--- config.mk ---
export PLATFORM = sky130hd
export DESIGN_NAME = pbs_sequencer_flat
export DESIGN_NICKNAME = d
export VERILOG_FILES = /design/src/logic/pbs_pkg.sv /design/src/logic/pbs_bus_if.sv /design/src/logic/pbs_sequencer.sv /design/src/flat_wrapper.sv
export VERILOG_INCLUDE_DIRS = /design/src /design/src/logic
export SDC_FILE = /design/constraint.sdc
export NUM_CORES = 1
export LEC_CHECK = 0
export BUFFER_PORTS_ARGS = -buffer_cell sky130_fd_sc_hd__buf_2
export CORE_MARGIN = 2
export CORE_UTILIZATION = 38
export CTS_CLUSTER_SIZE = 20
export DETAILED_ROUTE_END_ITERATION = 8
export REMOVE_ABC_BUFFERS = 1
export SKIP_LAST_GASP = 1
export SLEW_MARGIN = 20
export SYNTH_ARGS = -nofsm -noshare
export SYNTH_HDL_FRONTEND = slang
export SYNTH_SLANG_ARGS = --single-unit
--- constraint.sdc ---
create_clock -name clk -period 4.4 [get_ports clk]
set_input_delay 0.44 -clock clk [delete_from_list [all_inputs] [get_ports clk]]
set_output_delay 0.44 -clock clk [all_outputs]
set_load 0.05 [all_outputs]
--- src/logic/pbs_params.svh ---
/*
  Constants of the peripheral bus sequencer and the peripheral unit end.
  Assumes a 10 MHz clock; included by bare name wherever needed.
*/
// Function
// - Unit name: type bits 7-11, member 0-6
// - Enable-address bit 12 is maintenance flag
// - Sync pulse before order clears inputs
// - Clock-start high/low on bits 15, 16
// - Write bits 0-28 data, 29-35 opcode
// - Bit 36 scope sync, bit 37 unused
// - Bits 38/39 odd parity odd/even bits
// - Reply data bits 0-23, parity bit 25
// - Reply bit 24 is all-seems-well always
// - Bit 26 F-level, 27 interject, 28 unused
// - Eight control pulses from control-pulse commands
// - Duplicate bus copies, selection set by device
// - Only matching unit name answers an order
// - Poll: each unit answers one bit
// - Separate sequencer runs access, signals completion
// - Stall dependent instruction until access completes
// - Access lasts 11 to 136 operating cycles
// - First two cycles load address, data registers
// - Address and order driven cycles 4-6
// - Complete on reply data or all-seems-well
// - Reply data loaded into reply register
`ifndef PBS_PARAMS_SVH
`define PBS_PARAMS_SVH

`define PBS_CLK_PS 100000
`define PBS_OPCYC_PS 166670
`define PBS_SYNC_LEAD_NS 500
`define PBS_MIN_OPS 11
`define PBS_MAX_OPS 136
`define PBS_SETUP_OPS 2
`define PBS_PRES_FIRST_OP 4
`define PBS_PRES_LAST_OP 6
`define PBS_CDIV(a) (((a) + `PBS_CLK_PS - 1) / `PBS_CLK_PS)
`define PBS_SYNC_LEAD_CYC `PBS_CDIV(`PBS_SYNC_LEAD_NS * 1000)
`define PBS_SETUP_CYC `PBS_CDIV(`PBS_SETUP_OPS * `PBS_OPCYC_PS)
// Window edges round down so the window opens at the sync lead
`define PBS_FDIV(a) ((a) / `PBS_CLK_PS)
`define PBS_PRES_START_CYC \
  `PBS_FDIV((`PBS_PRES_FIRST_OP - 1) * `PBS_OPCYC_PS)
`define PBS_PRES_END_CYC `PBS_FDIV(`PBS_PRES_LAST_OP * `PBS_OPCYC_PS)
`define PBS_MIN_CYC `PBS_CDIV(`PBS_MIN_OPS * `PBS_OPCYC_PS)
`define PBS_MAX_CYC ((`PBS_MAX_OPS * `PBS_OPCYC_PS) / `PBS_CLK_PS)

`define PBS_REG_CTRL 4'h0
`define PBS_REG_UNIT 4'h1
`define PBS_REG_ORDER_LO 4'h2
`define PBS_REG_ORDER_HI 4'h3
`define PBS_REG_CMD 4'h4
`define PBS_REG_STATUS 4'h5
`define PBS_REG_REPLY 4'h6
`define PBS_REG_POLL 4'h7

`define PBS_CTRL_MAINT 0
`define PBS_CTRL_COPY 1
`define PBS_CMD_START 0
`define PBS_CMD_SCOPE 1
`define PBS_CMD_PULSE_LO 8
`define PBS_ST_BUSY 0
`define PBS_ST_DONE 1
`define PBS_ST_ASW 2
`define PBS_ST_TIMEOUT 3
`define PBS_ST_PARERR 4
`define PBS_ST_FLEVEL 5
`define PBS_ST_INJ 6

`define PBS_EA_MAINT 12
`define PBS_EA_CLK_HIGH 15
`define PBS_EA_CLK_LOW 16
`define PBS_W_SCOPE 36
`define PBS_W_PAR_ODD 38
`define PBS_W_PAR_EVEN 39
`define PBS_R_ASW 24
`define PBS_R_PAR 25
`define PBS_R_FLEVEL 26
`define PBS_R_INJ 27
`define PBS_ODD_MASK_E 12'hAAA
`define PBS_ODD_MASK_P 36'hA_AAAA_AAAA
`define PBS_EVEN_MASK_E 12'h555
`define PBS_EVEN_MASK_P 36'h5_5555_5555

`endif

--- src/logic/pbs_pkg.sv ---
/*
  Types of the peripheral bus sequencer.
  Assumes pbs_params.svh for all numeric constants.
*/
package pbs_pkg;
  typedef enum logic {PBS_IDLE, PBS_ACCESS} pbs_state_e;
  typedef logic [7:0] pbs_count_t;
endpackage

--- src/logic/pbs_bus_if.sv ---
/*
  Peripheral bus between the sequencer and peripheral unit frames.
  Assumes one clock shared by both ends; the bench joins them.
*/
`timescale 1ns/1ns
interface pbs_bus_if;
  logic [16:0] enable_address_bus;
  logic order_sync_pulse;
  logic [39:0] order_write_bus;
  logic [7:0] control_pulse_bus;
  logic bus_copy_select;
  logic [28:0] reply_bus;
  modport seq (
    output enable_address_bus, order_sync_pulse, order_write_bus,
    output control_pulse_bus, bus_copy_select,
    input reply_bus
  );
  modport unit (
    input enable_address_bus, order_sync_pulse, order_write_bus,
    input control_pulse_bus, bus_copy_select,
    output reply_bus
  );
endinterface

--- src/logic/pbs_sequencer.sv ---
/*
  Peripheral sequencer: runs coded enable accesses and polls on the
  peripheral bus beside the execution sequencer.
  Assumes a word-addressed software port and one 10 MHz clock.
*/
`timescale 1ns/1ns
`include "pbs_params.svh"
module pbs_sequencer (
  // Clock and reset
  input wire logic clk,
  input wire logic rst_n,
  // Software register port
  input wire logic [3:0] sw_addr,
  input wire logic [31:0] sw_wdata,
  input wire logic sw_wr,
  input wire logic sw_rd,
  output logic [31:0] sw_rdata,
  // Execution sequencer side
  input wire logic exec_depends,
  output logic exec_stall,
  output logic access_done,
  output logic flevel_req,
  output logic interject_req,
  // Peripheral bus
  pbs_bus_if.seq bus
);
  pbs_pkg::pbs_state_e state_reg;
  pbs_pkg::pbs_count_t cnt_reg;
  logic maint_reg;
  logic copy_reg;
  logic [11:0] unit_reg;
  logic [35:0] order_reg;
  logic [11:0] e_reg;
  logic [35:0] p_reg;
  logic e_maint_reg;
  logic got_reg;
  logic done_reg;
  logic asw_reg;
  logic timeout_reg;
  logic parerr_reg;
  logic [23:0] reply_reg;
  logic [23:0] poll_reg;
  logic [1:0] poll_pend_reg;
  logic wr_cmd;
  logic accept;
  logic reply_now;
  logic finish;
  logic timeout_now;
  logic in_reply;
  logic pres;
  logic pres_first;
  logic pres_last;
  logic par_odd;
  logic par_even;
  logic [7:0] pulses;

  assign wr_cmd = sw_wr && sw_addr == `PBS_REG_CMD;
  assign accept = wr_cmd && sw_wdata[`PBS_CMD_START] &&
    state_reg == pbs_pkg::PBS_IDLE;
  assign pulses = sw_wdata[`PBS_CMD_PULSE_LO +: 8];
  assign in_reply = state_reg == pbs_pkg::PBS_ACCESS &&
    cnt_reg >= 8'(`PBS_PRES_END_CYC);
  // Data present: any data bit or its parity bit, or all-seems-well
  assign reply_now = in_reply && (bus.reply_bus[`PBS_R_ASW] ||
    (|{bus.reply_bus[`PBS_R_PAR], bus.reply_bus[23:0]}));
  assign finish = (got_reg || reply_now) &&
    cnt_reg >= 8'(`PBS_MIN_CYC - 1);
  assign timeout_now = state_reg == pbs_pkg::PBS_ACCESS && !got_reg &&
    !reply_now && cnt_reg == 8'(`PBS_MAX_CYC - 1);
  // Outputs are registered, so window tests lead by one count
  assign pres = state_reg == pbs_pkg::PBS_ACCESS &&
    cnt_reg >= 8'(`PBS_PRES_START_CYC - 1) &&
    cnt_reg < 8'(`PBS_PRES_END_CYC - 1);
  assign pres_first = pres && cnt_reg == 8'(`PBS_PRES_START_CYC - 1);
  assign pres_last = pres && cnt_reg == 8'(`PBS_PRES_END_CYC - 2);
  assign par_odd = ~^{e_reg & `PBS_ODD_MASK_E,
    p_reg & `PBS_ODD_MASK_P};
  assign par_even = ~^{e_reg & `PBS_EVEN_MASK_E,
    p_reg & `PBS_EVEN_MASK_P};

  // Software-written registers
  always_ff @(posedge clk or negedge rst_n) begin
    if (!rst_n) begin
      maint_reg <= 1'b0;
      copy_reg <= 1'b0;
      unit_reg <= 12'h000;
      order_reg <= 36'h0_0000_0000;
    end else if (sw_wr) begin
      case (sw_addr)
        `PBS_REG_CTRL: begin
          maint_reg <= sw_wdata[`PBS_CTRL_MAINT];
          copy_reg <= sw_wdata[`PBS_CTRL_COPY];
        end
        `PBS_REG_UNIT: unit_reg <= sw_wdata[11:0];
        `PBS_REG_ORDER_LO: order_reg[31:0] <= sw_wdata;
        `PBS_REG_ORDER_HI: order_reg[35:32] <= sw_wdata[3:0];
        default: ;
      endcase
    end
  end

  // Access sequencer
  always_ff @(posedge clk or negedge rst_n) begin
    if (!rst_n) begin
      state_reg <= pbs_pkg::PBS_IDLE;
      cnt_reg <= 8'h00;
    end else begin
      case (state_reg)
        pbs_pkg::PBS_IDLE: begin
          if (accept) begin
            state_reg <= pbs_pkg::PBS_ACCESS;
            cnt_reg <= 8'h00;
          end
        end
        pbs_pkg::PBS_ACCESS: begin
          cnt_reg <= cnt_reg + 8'h01;
          if (finish || timeout_now) begin
            state_reg <= pbs_pkg::PBS_IDLE;
          end
        end
        default: state_reg <= pbs_pkg::PBS_IDLE;
      endcase
    end
  end

  // Address and data registers loaded in the setup cycles
  always_ff @(posedge clk or negedge rst_n) begin
    if (!rst_n) begin
      e_reg <= 12'h000;
      p_reg <= 36'h0_0000_0000;
      e_maint_reg <= 1'b0;
    end else if (accept) begin
      e_reg <= unit_reg;
      p_reg <= order_reg;
      e_maint_reg <= maint_reg;
    end
  end

  // Reply capture and access result flags
  always_ff @(posedge clk or negedge rst_n) begin
    if (!rst_n) begin
      got_reg <= 1'b0;
      done_reg <= 1'b0;
      asw_reg <= 1'b0;
      timeout_reg <= 1'b0;
      parerr_reg <= 1'b0;
      reply_reg <= 24'h00_0000;
    end else if (accept) begin
      got_reg <= 1'b0;
      done_reg <= 1'b0;
      asw_reg <= 1'b0;
      timeout_reg <= 1'b0;
      parerr_reg <= 1'b0;
    end else begin
      if (reply_now && !got_reg) begin
        got_reg <= 1'b1;
        reply_reg <= bus.reply_bus[23:0];
        asw_reg <= bus.reply_bus[`PBS_R_ASW];
        // Parity is only judged when data came back
        parerr_reg <= (|{bus.reply_bus[`PBS_R_PAR],
          bus.reply_bus[23:0]}) && ~^{bus.reply_bus[`PBS_R_PAR],
          bus.reply_bus[23:0]};
      end
      if (finish || timeout_now) begin
        done_reg <= 1'b1;
      end
      if (timeout_now) begin
        timeout_reg <= 1'b1;
      end
    end
  end

  // Peripheral bus drivers
  always_ff @(posedge clk or negedge rst_n) begin
    if (!rst_n) begin
      bus.enable_address_bus <= 17'h0_0000;
      bus.order_write_bus <= 40'h00_0000_0000;
      bus.order_sync_pulse <= 1'b0;
      bus.control_pulse_bus <= 8'h00;
      bus.bus_copy_select <= 1'b0;
    end else begin
      // Sync lead equals the gap to the first present cycle
      bus.order_sync_pulse <= accept;
      bus.bus_copy_select <= copy_reg;
      bus.control_pulse_bus <= (wr_cmd &&
        state_reg == pbs_pkg::PBS_IDLE) ? pulses : 8'h00;
      bus.enable_address_bus <= 17'h0_0000;
      bus.order_write_bus <= 40'h00_0000_0000;
      bus.order_write_bus[`PBS_W_SCOPE] <= wr_cmd &&
        sw_wdata[`PBS_CMD_SCOPE];
      if (pres) begin
        bus.enable_address_bus[11:0] <= e_reg;
        bus.enable_address_bus[`PBS_EA_MAINT] <= e_maint_reg;
        bus.enable_address_bus[`PBS_EA_CLK_HIGH] <= pres_first;
        bus.enable_address_bus[`PBS_EA_CLK_LOW] <= pres_last;
        bus.order_write_bus[35:0] <= p_reg;
        bus.order_write_bus[`PBS_W_PAR_ODD] <= par_odd;
        bus.order_write_bus[`PBS_W_PAR_EVEN] <= par_even;
      end
    end
  end

  // Poll answers captured together two cycles after the command
  always_ff @(posedge clk or negedge rst_n) begin
    if (!rst_n) begin
      poll_pend_reg <= 2'b00;
      poll_reg <= 24'h00_0000;
    end else begin
      poll_pend_reg <= {poll_pend_reg[0], wr_cmd && (|pulses) &&
        state_reg == pbs_pkg::PBS_IDLE};
      if (poll_pend_reg[1]) begin
        poll_reg <= bus.reply_bus[23:0];
      end
    end
  end

  // Execution sequencer signals
  always_ff @(posedge clk or negedge rst_n) begin
    if (!rst_n) begin
      exec_stall <= 1'b0;
      access_done <= 1'b0;
      flevel_req <= 1'b0;
      interject_req <= 1'b0;
    end else begin
      exec_stall <= exec_depends && (accept ||
        (state_reg == pbs_pkg::PBS_ACCESS &&
        !(finish || timeout_now)));
      access_done <= finish || timeout_now;
      flevel_req <= bus.reply_bus[`PBS_R_FLEVEL];
      interject_req <= bus.reply_bus[`PBS_R_INJ];
    end
  end

  // Read port
  always_ff @(posedge clk or negedge rst_n) begin
    if (!rst_n) begin
      sw_rdata <= 32'h0000_0000;
    end else begin
      sw_rdata <= 32'h0000_0000;
      if (sw_rd) begin
        case (sw_addr)
          `PBS_REG_CTRL: begin
            sw_rdata[`PBS_CTRL_MAINT] <= maint_reg;
            sw_rdata[`PBS_CTRL_COPY] <= copy_reg;
          end
          `PBS_REG_UNIT: sw_rdata[11:0] <= unit_reg;
          `PBS_REG_ORDER_LO: sw_rdata <= order_reg[31:0];
          `PBS_REG_ORDER_HI: sw_rdata[3:0] <= order_reg[35:32];
          `PBS_REG_STATUS: begin
            sw_rdata[`PBS_ST_BUSY] <= state_reg == pbs_pkg::PBS_ACCESS;
            sw_rdata[`PBS_ST_DONE] <= done_reg;
            sw_rdata[`PBS_ST_ASW] <= asw_reg;
            sw_rdata[`PBS_ST_TIMEOUT] <= timeout_reg;
            sw_rdata[`PBS_ST_PARERR] <= parerr_reg;
            sw_rdata[`PBS_ST_FLEVEL] <= flevel_req;
            sw_rdata[`PBS_ST_INJ] <= interject_req;
          end
          `PBS_REG_REPLY: sw_rdata[23:0] <= reply_reg;
          `PBS_REG_POLL: sw_rdata[23:0] <= poll_reg;
          default: sw_rdata <= 32'h0000_0000;
        endcase
      end
    end
  end
endmodule // pbs_sequencer

--- src/flat_wrapper.sv ---
// flat-port wrapper written by rule: the top's interface ports become plain ports
module pbs_sequencer_flat 
  (clk, rst_n, sw_addr, sw_wdata, sw_wr, sw_rd, sw_rdata, exec_depends, exec_stall, access_done, flevel_req, interject_req, bus_enable_address_bus, bus_order_sync_pulse, bus_order_write_bus, bus_control_pulse_bus, bus_bus_copy_select, bus_reply_bus);
  pbs_bus_if bus_i ();
  input wire logic clk;
  input wire logic rst_n;
  input wire logic [3:0] sw_addr;
  input wire logic [31:0] sw_wdata;
  input wire logic sw_wr;
  input wire logic sw_rd;
  output logic [31:0] sw_rdata;
  input wire logic exec_depends;
  output logic exec_stall;
  output logic access_done;
  output logic flevel_req;
  output logic interject_req;
  output wire logic [$bits(bus_i.enable_address_bus)-1:0] bus_enable_address_bus;
  output wire logic [$bits(bus_i.order_sync_pulse)-1:0] bus_order_sync_pulse;
  output wire logic [$bits(bus_i.order_write_bus)-1:0] bus_order_write_bus;
  output wire logic [$bits(bus_i.control_pulse_bus)-1:0] bus_control_pulse_bus;
  output wire logic [$bits(bus_i.bus_copy_select)-1:0] bus_bus_copy_select;
  input wire logic [$bits(bus_i.reply_bus)-1:0] bus_reply_bus;
  assign bus_enable_address_bus = bus_i.enable_address_bus;
  assign bus_order_sync_pulse = bus_i.order_sync_pulse;
  assign bus_order_write_bus = bus_i.order_write_bus;
  assign bus_control_pulse_bus = bus_i.control_pulse_bus;
  assign bus_bus_copy_select = bus_i.bus_copy_select;
  assign bus_i.reply_bus = bus_reply_bus;
  pbs_sequencer u_core (.clk(clk), .rst_n(rst_n), .sw_addr(sw_addr), .sw_wdata(sw_wdata), .sw_wr(sw_wr), .sw_rd(sw_rd), .sw_rdata(sw_rdata), .exec_depends(exec_depends), .exec_stall(exec_stall), .access_done(access_done), .flevel_req(flevel_req), .interject_req(interject_req), .bus(bus_i));
endmodule
==> results.yml <==
synth:
  avgSynthCellArea_um2: 14.0
  syn_area_um2: 10800
  ys.flop_type: "dfrtp_1"
  synthDistinctLibCells: 53
  synth_area_leaders: "dfrtp_1, mux2_2, and2_1"
  synthCells: 768
  synth_top_area_frac: 0.611
  synth_top_area_cell: "dfrtp_1"
  ys_async_sr_fraction: 1.00
  synth.most_common_cell: "dfrtp_1"
  yosysSeqAreaShare: 0.611
  synth_edf_count: 0
  synth_common_cells: "dfrtp_1, mux2_2, and2_1"
  ys_ff_latch: 263
  synth_warnings: 0
clock_tree:
  cts_tree: "built"
  cts.sinks: 263
  cts_hold_buf: 1
  clk_latency_ns: 0.54
  clockRootBuffer: "clkbuf_16"
  clkTransAtPathRegs_ns: 0.06
  clk_path_buf_depth: 3
  cts_setup_buffers: 0
  htree_levels: 1
  cts_buffers: 29
  cts_resized: 0
finish:
  final_util: 0.470
  multi_input_area_um2: 3910
  seq_area_um2: 6580
  instances_no_fill: 1341
  area_growth_pct: 21.5
  nFillCells: 2554
  drive_above_1_share: 0.377
  fin_nets: 1024
  fin_area_um2: 13100
  largest_reg_flops: 39
timing:
  finalSetupTns_ns: 0
  setup_ws_ns: 1.58
  setup_violations: 0
  max_freq_mhz: 354
  timing.final.crit_share: 0.642
  fin_hold_ws_ns: -0.0392
  period_minus_slack_ns: 2.82
  worstMarginPinSlew_ns: 1.11
  clock_skew_ns: 0.0118
  final_max_slew_viol_count: 0
  hold_viol: 26
  slew_headroom: 0.262
  grt_setup_unrepaired: "false"
power:
  powerDensity_nw_per_um2: 548
  ir_worst_vdd_mv: 0.329
  p_leak_nw: 6.48
routing:
  drtIter0Drc: 394
  routedWlPerCell_um: 18.8
  dr.pass1.iters: 6
  via_per_inst: 4.86
  antenna_left: 0
  num_vias: 6522
  drc: 0
  wirelength_um: 25200
run:
  cap_violations: 0
setup_path:
  crit_path_end_kind: "register"
  crit_fanout: 37
  critPathKind: "register to register"
  cp.arrival_ns: 3.24
  worst-r2r-cell-count: 4
  start_kind: "register"
  reg2reg_slack_ns: 1.58
  cp.required_ns: 4.82
  reg2reg_to: "u_core.e_reg[11]"
  r2r-start: "u_core.state_reg"
floorplan:
  rows: 61
  die_w_um: 172
  num_io_pins: 173
  core_um2: 27900
  die_y_um: 172
  dieArea_um2: 29700
  start_util: 0.387
place:
  dp.cells: 1285
  io_buffers: 168
  dp_hpwl_um: 17400
  place.gp.congestion: 0.761
  placed_cell_area_um2: 12000
  pre_cts_ws_ns: 1.43
global_route:
  overflow: 0
  grt_start_max_net_pins: 112
  grt_pass1_wl_um: 39000
  antenna_found_initial: 9
  grt_use_total: 0.173
  grt_pass1_vias: 6649
outcome:
  run_status: "complete, but fails checks"
  violations: "negative hold slack"
worst_hold_path:
  hold_class: "primary input to async pin"
==> worst max-delay path: stages, from the launching register on <==
cell     delay, ns
dfrtp_1       0.58
nor4_4        0.83
nand2_2       0.57
buf_12        0.36
mux2_1        0.33
==> report_power, final <==
group / total (mW) / switching [mW] / internal [mW]
clock network: 2.59 / 0.961 / 1.63
logic: 1.34 / 0.564 / 0.773
registers: 3.25 / 0.372 / 2.88
total: 7.18 / 1.90 / 5.28
==> placed cells by master (no fill, tap or decap), types with 3 or more instances in the layout <==
cell type and instances:
inv_1 29, o21a_1 3, nand2_1 15, and3_1 9, and2_1 62, clkbuf_8 8, clkbuf_16 29, xnor3_1 5
xnor2_1 44, a222oi_1 22, o21ai_0 7, a22o_1 3, mux2_1 27, diode_2 3, nand3_1 8, buf_12 3
dfrtp_1 262, clkbuf_1 3, mux2_2 123, a31oi_1 4, buf_2 167, a21oi_1 12, ha_1 15, nor2_1 18
xor2_1 6, bufinv_16 5, clkinv_2 6, buf_4 6, nor3_1 4, nand2b_1 7, conb_1 3, a22oi_1 11
==> layer usage <==
| layer | part of all wire | global-route usage |
|---|---|---|
| met5 | 0.0032 | 0 |
| met4 | 0.018 | 0.0420 |
| met3 | 0.061 | 0.0433 |
| met2 | 0.47 | 0.277 |
| met1 | 0.45 | 0.238 |
==> logic make-up (layout without fill, tap and decap cells) <==
logic type      after synthesis  after routing  synth area share
xor+xnor                     55             55            0.0511
simple gates                145            145            0.0828
compound gates               69             69            0.0510
buf+inv                      69            259            0.0287
fa+ha+maj                    15             15            0.0174
other cells                   1              6          0.000348
flops                       263            263             0.611
mux                         151            151             0.158
==> worst max-delay path by stage <==
stage	from	endpoint	slack, ns
after floorplan	sw_addr[3]	u_core.order_reg[0]	1.43
after global placement	sw_addr[0]	u_core.e_reg[11]	1.44
after detailed placement	sw_addr[0]	u_core.p_reg[31]	1.43
after CTS	u_core.state_reg	u_core.e_reg[11]	1.51
after global routing	u_core.state_reg	u_core.p_reg[28]	1.39
final	u_core.state_reg	u_core.e_reg[11]	1.58
==> through the flow <==
step / power [mW] / hold WS [ns]
floorplan: 4.22 / 0.144
global placement: 4.61 / 0.333
detailed placement: 4.65 / 0.336
CTS: 7.27 / 0.00519
global route: 7.53 / 0.0118
finish: 7.18 / -0.0392
==> final cells by class <==
type / count / area share
Clock inverter: 12 / 0.0143
Clock buffer: 40 / 0.0647
Sequential cell: 263 / 0.503
Multi-Input combinational cell: 438 / 0.299
Tap cell: 378 / 0.0361
Timing Repair Buffer: 178 / 0.0738
Inverter: 29 / 0.00832
Antenna cell: 3 / 0.000574
Note: power is estimated with default switching activity, not from simulation.
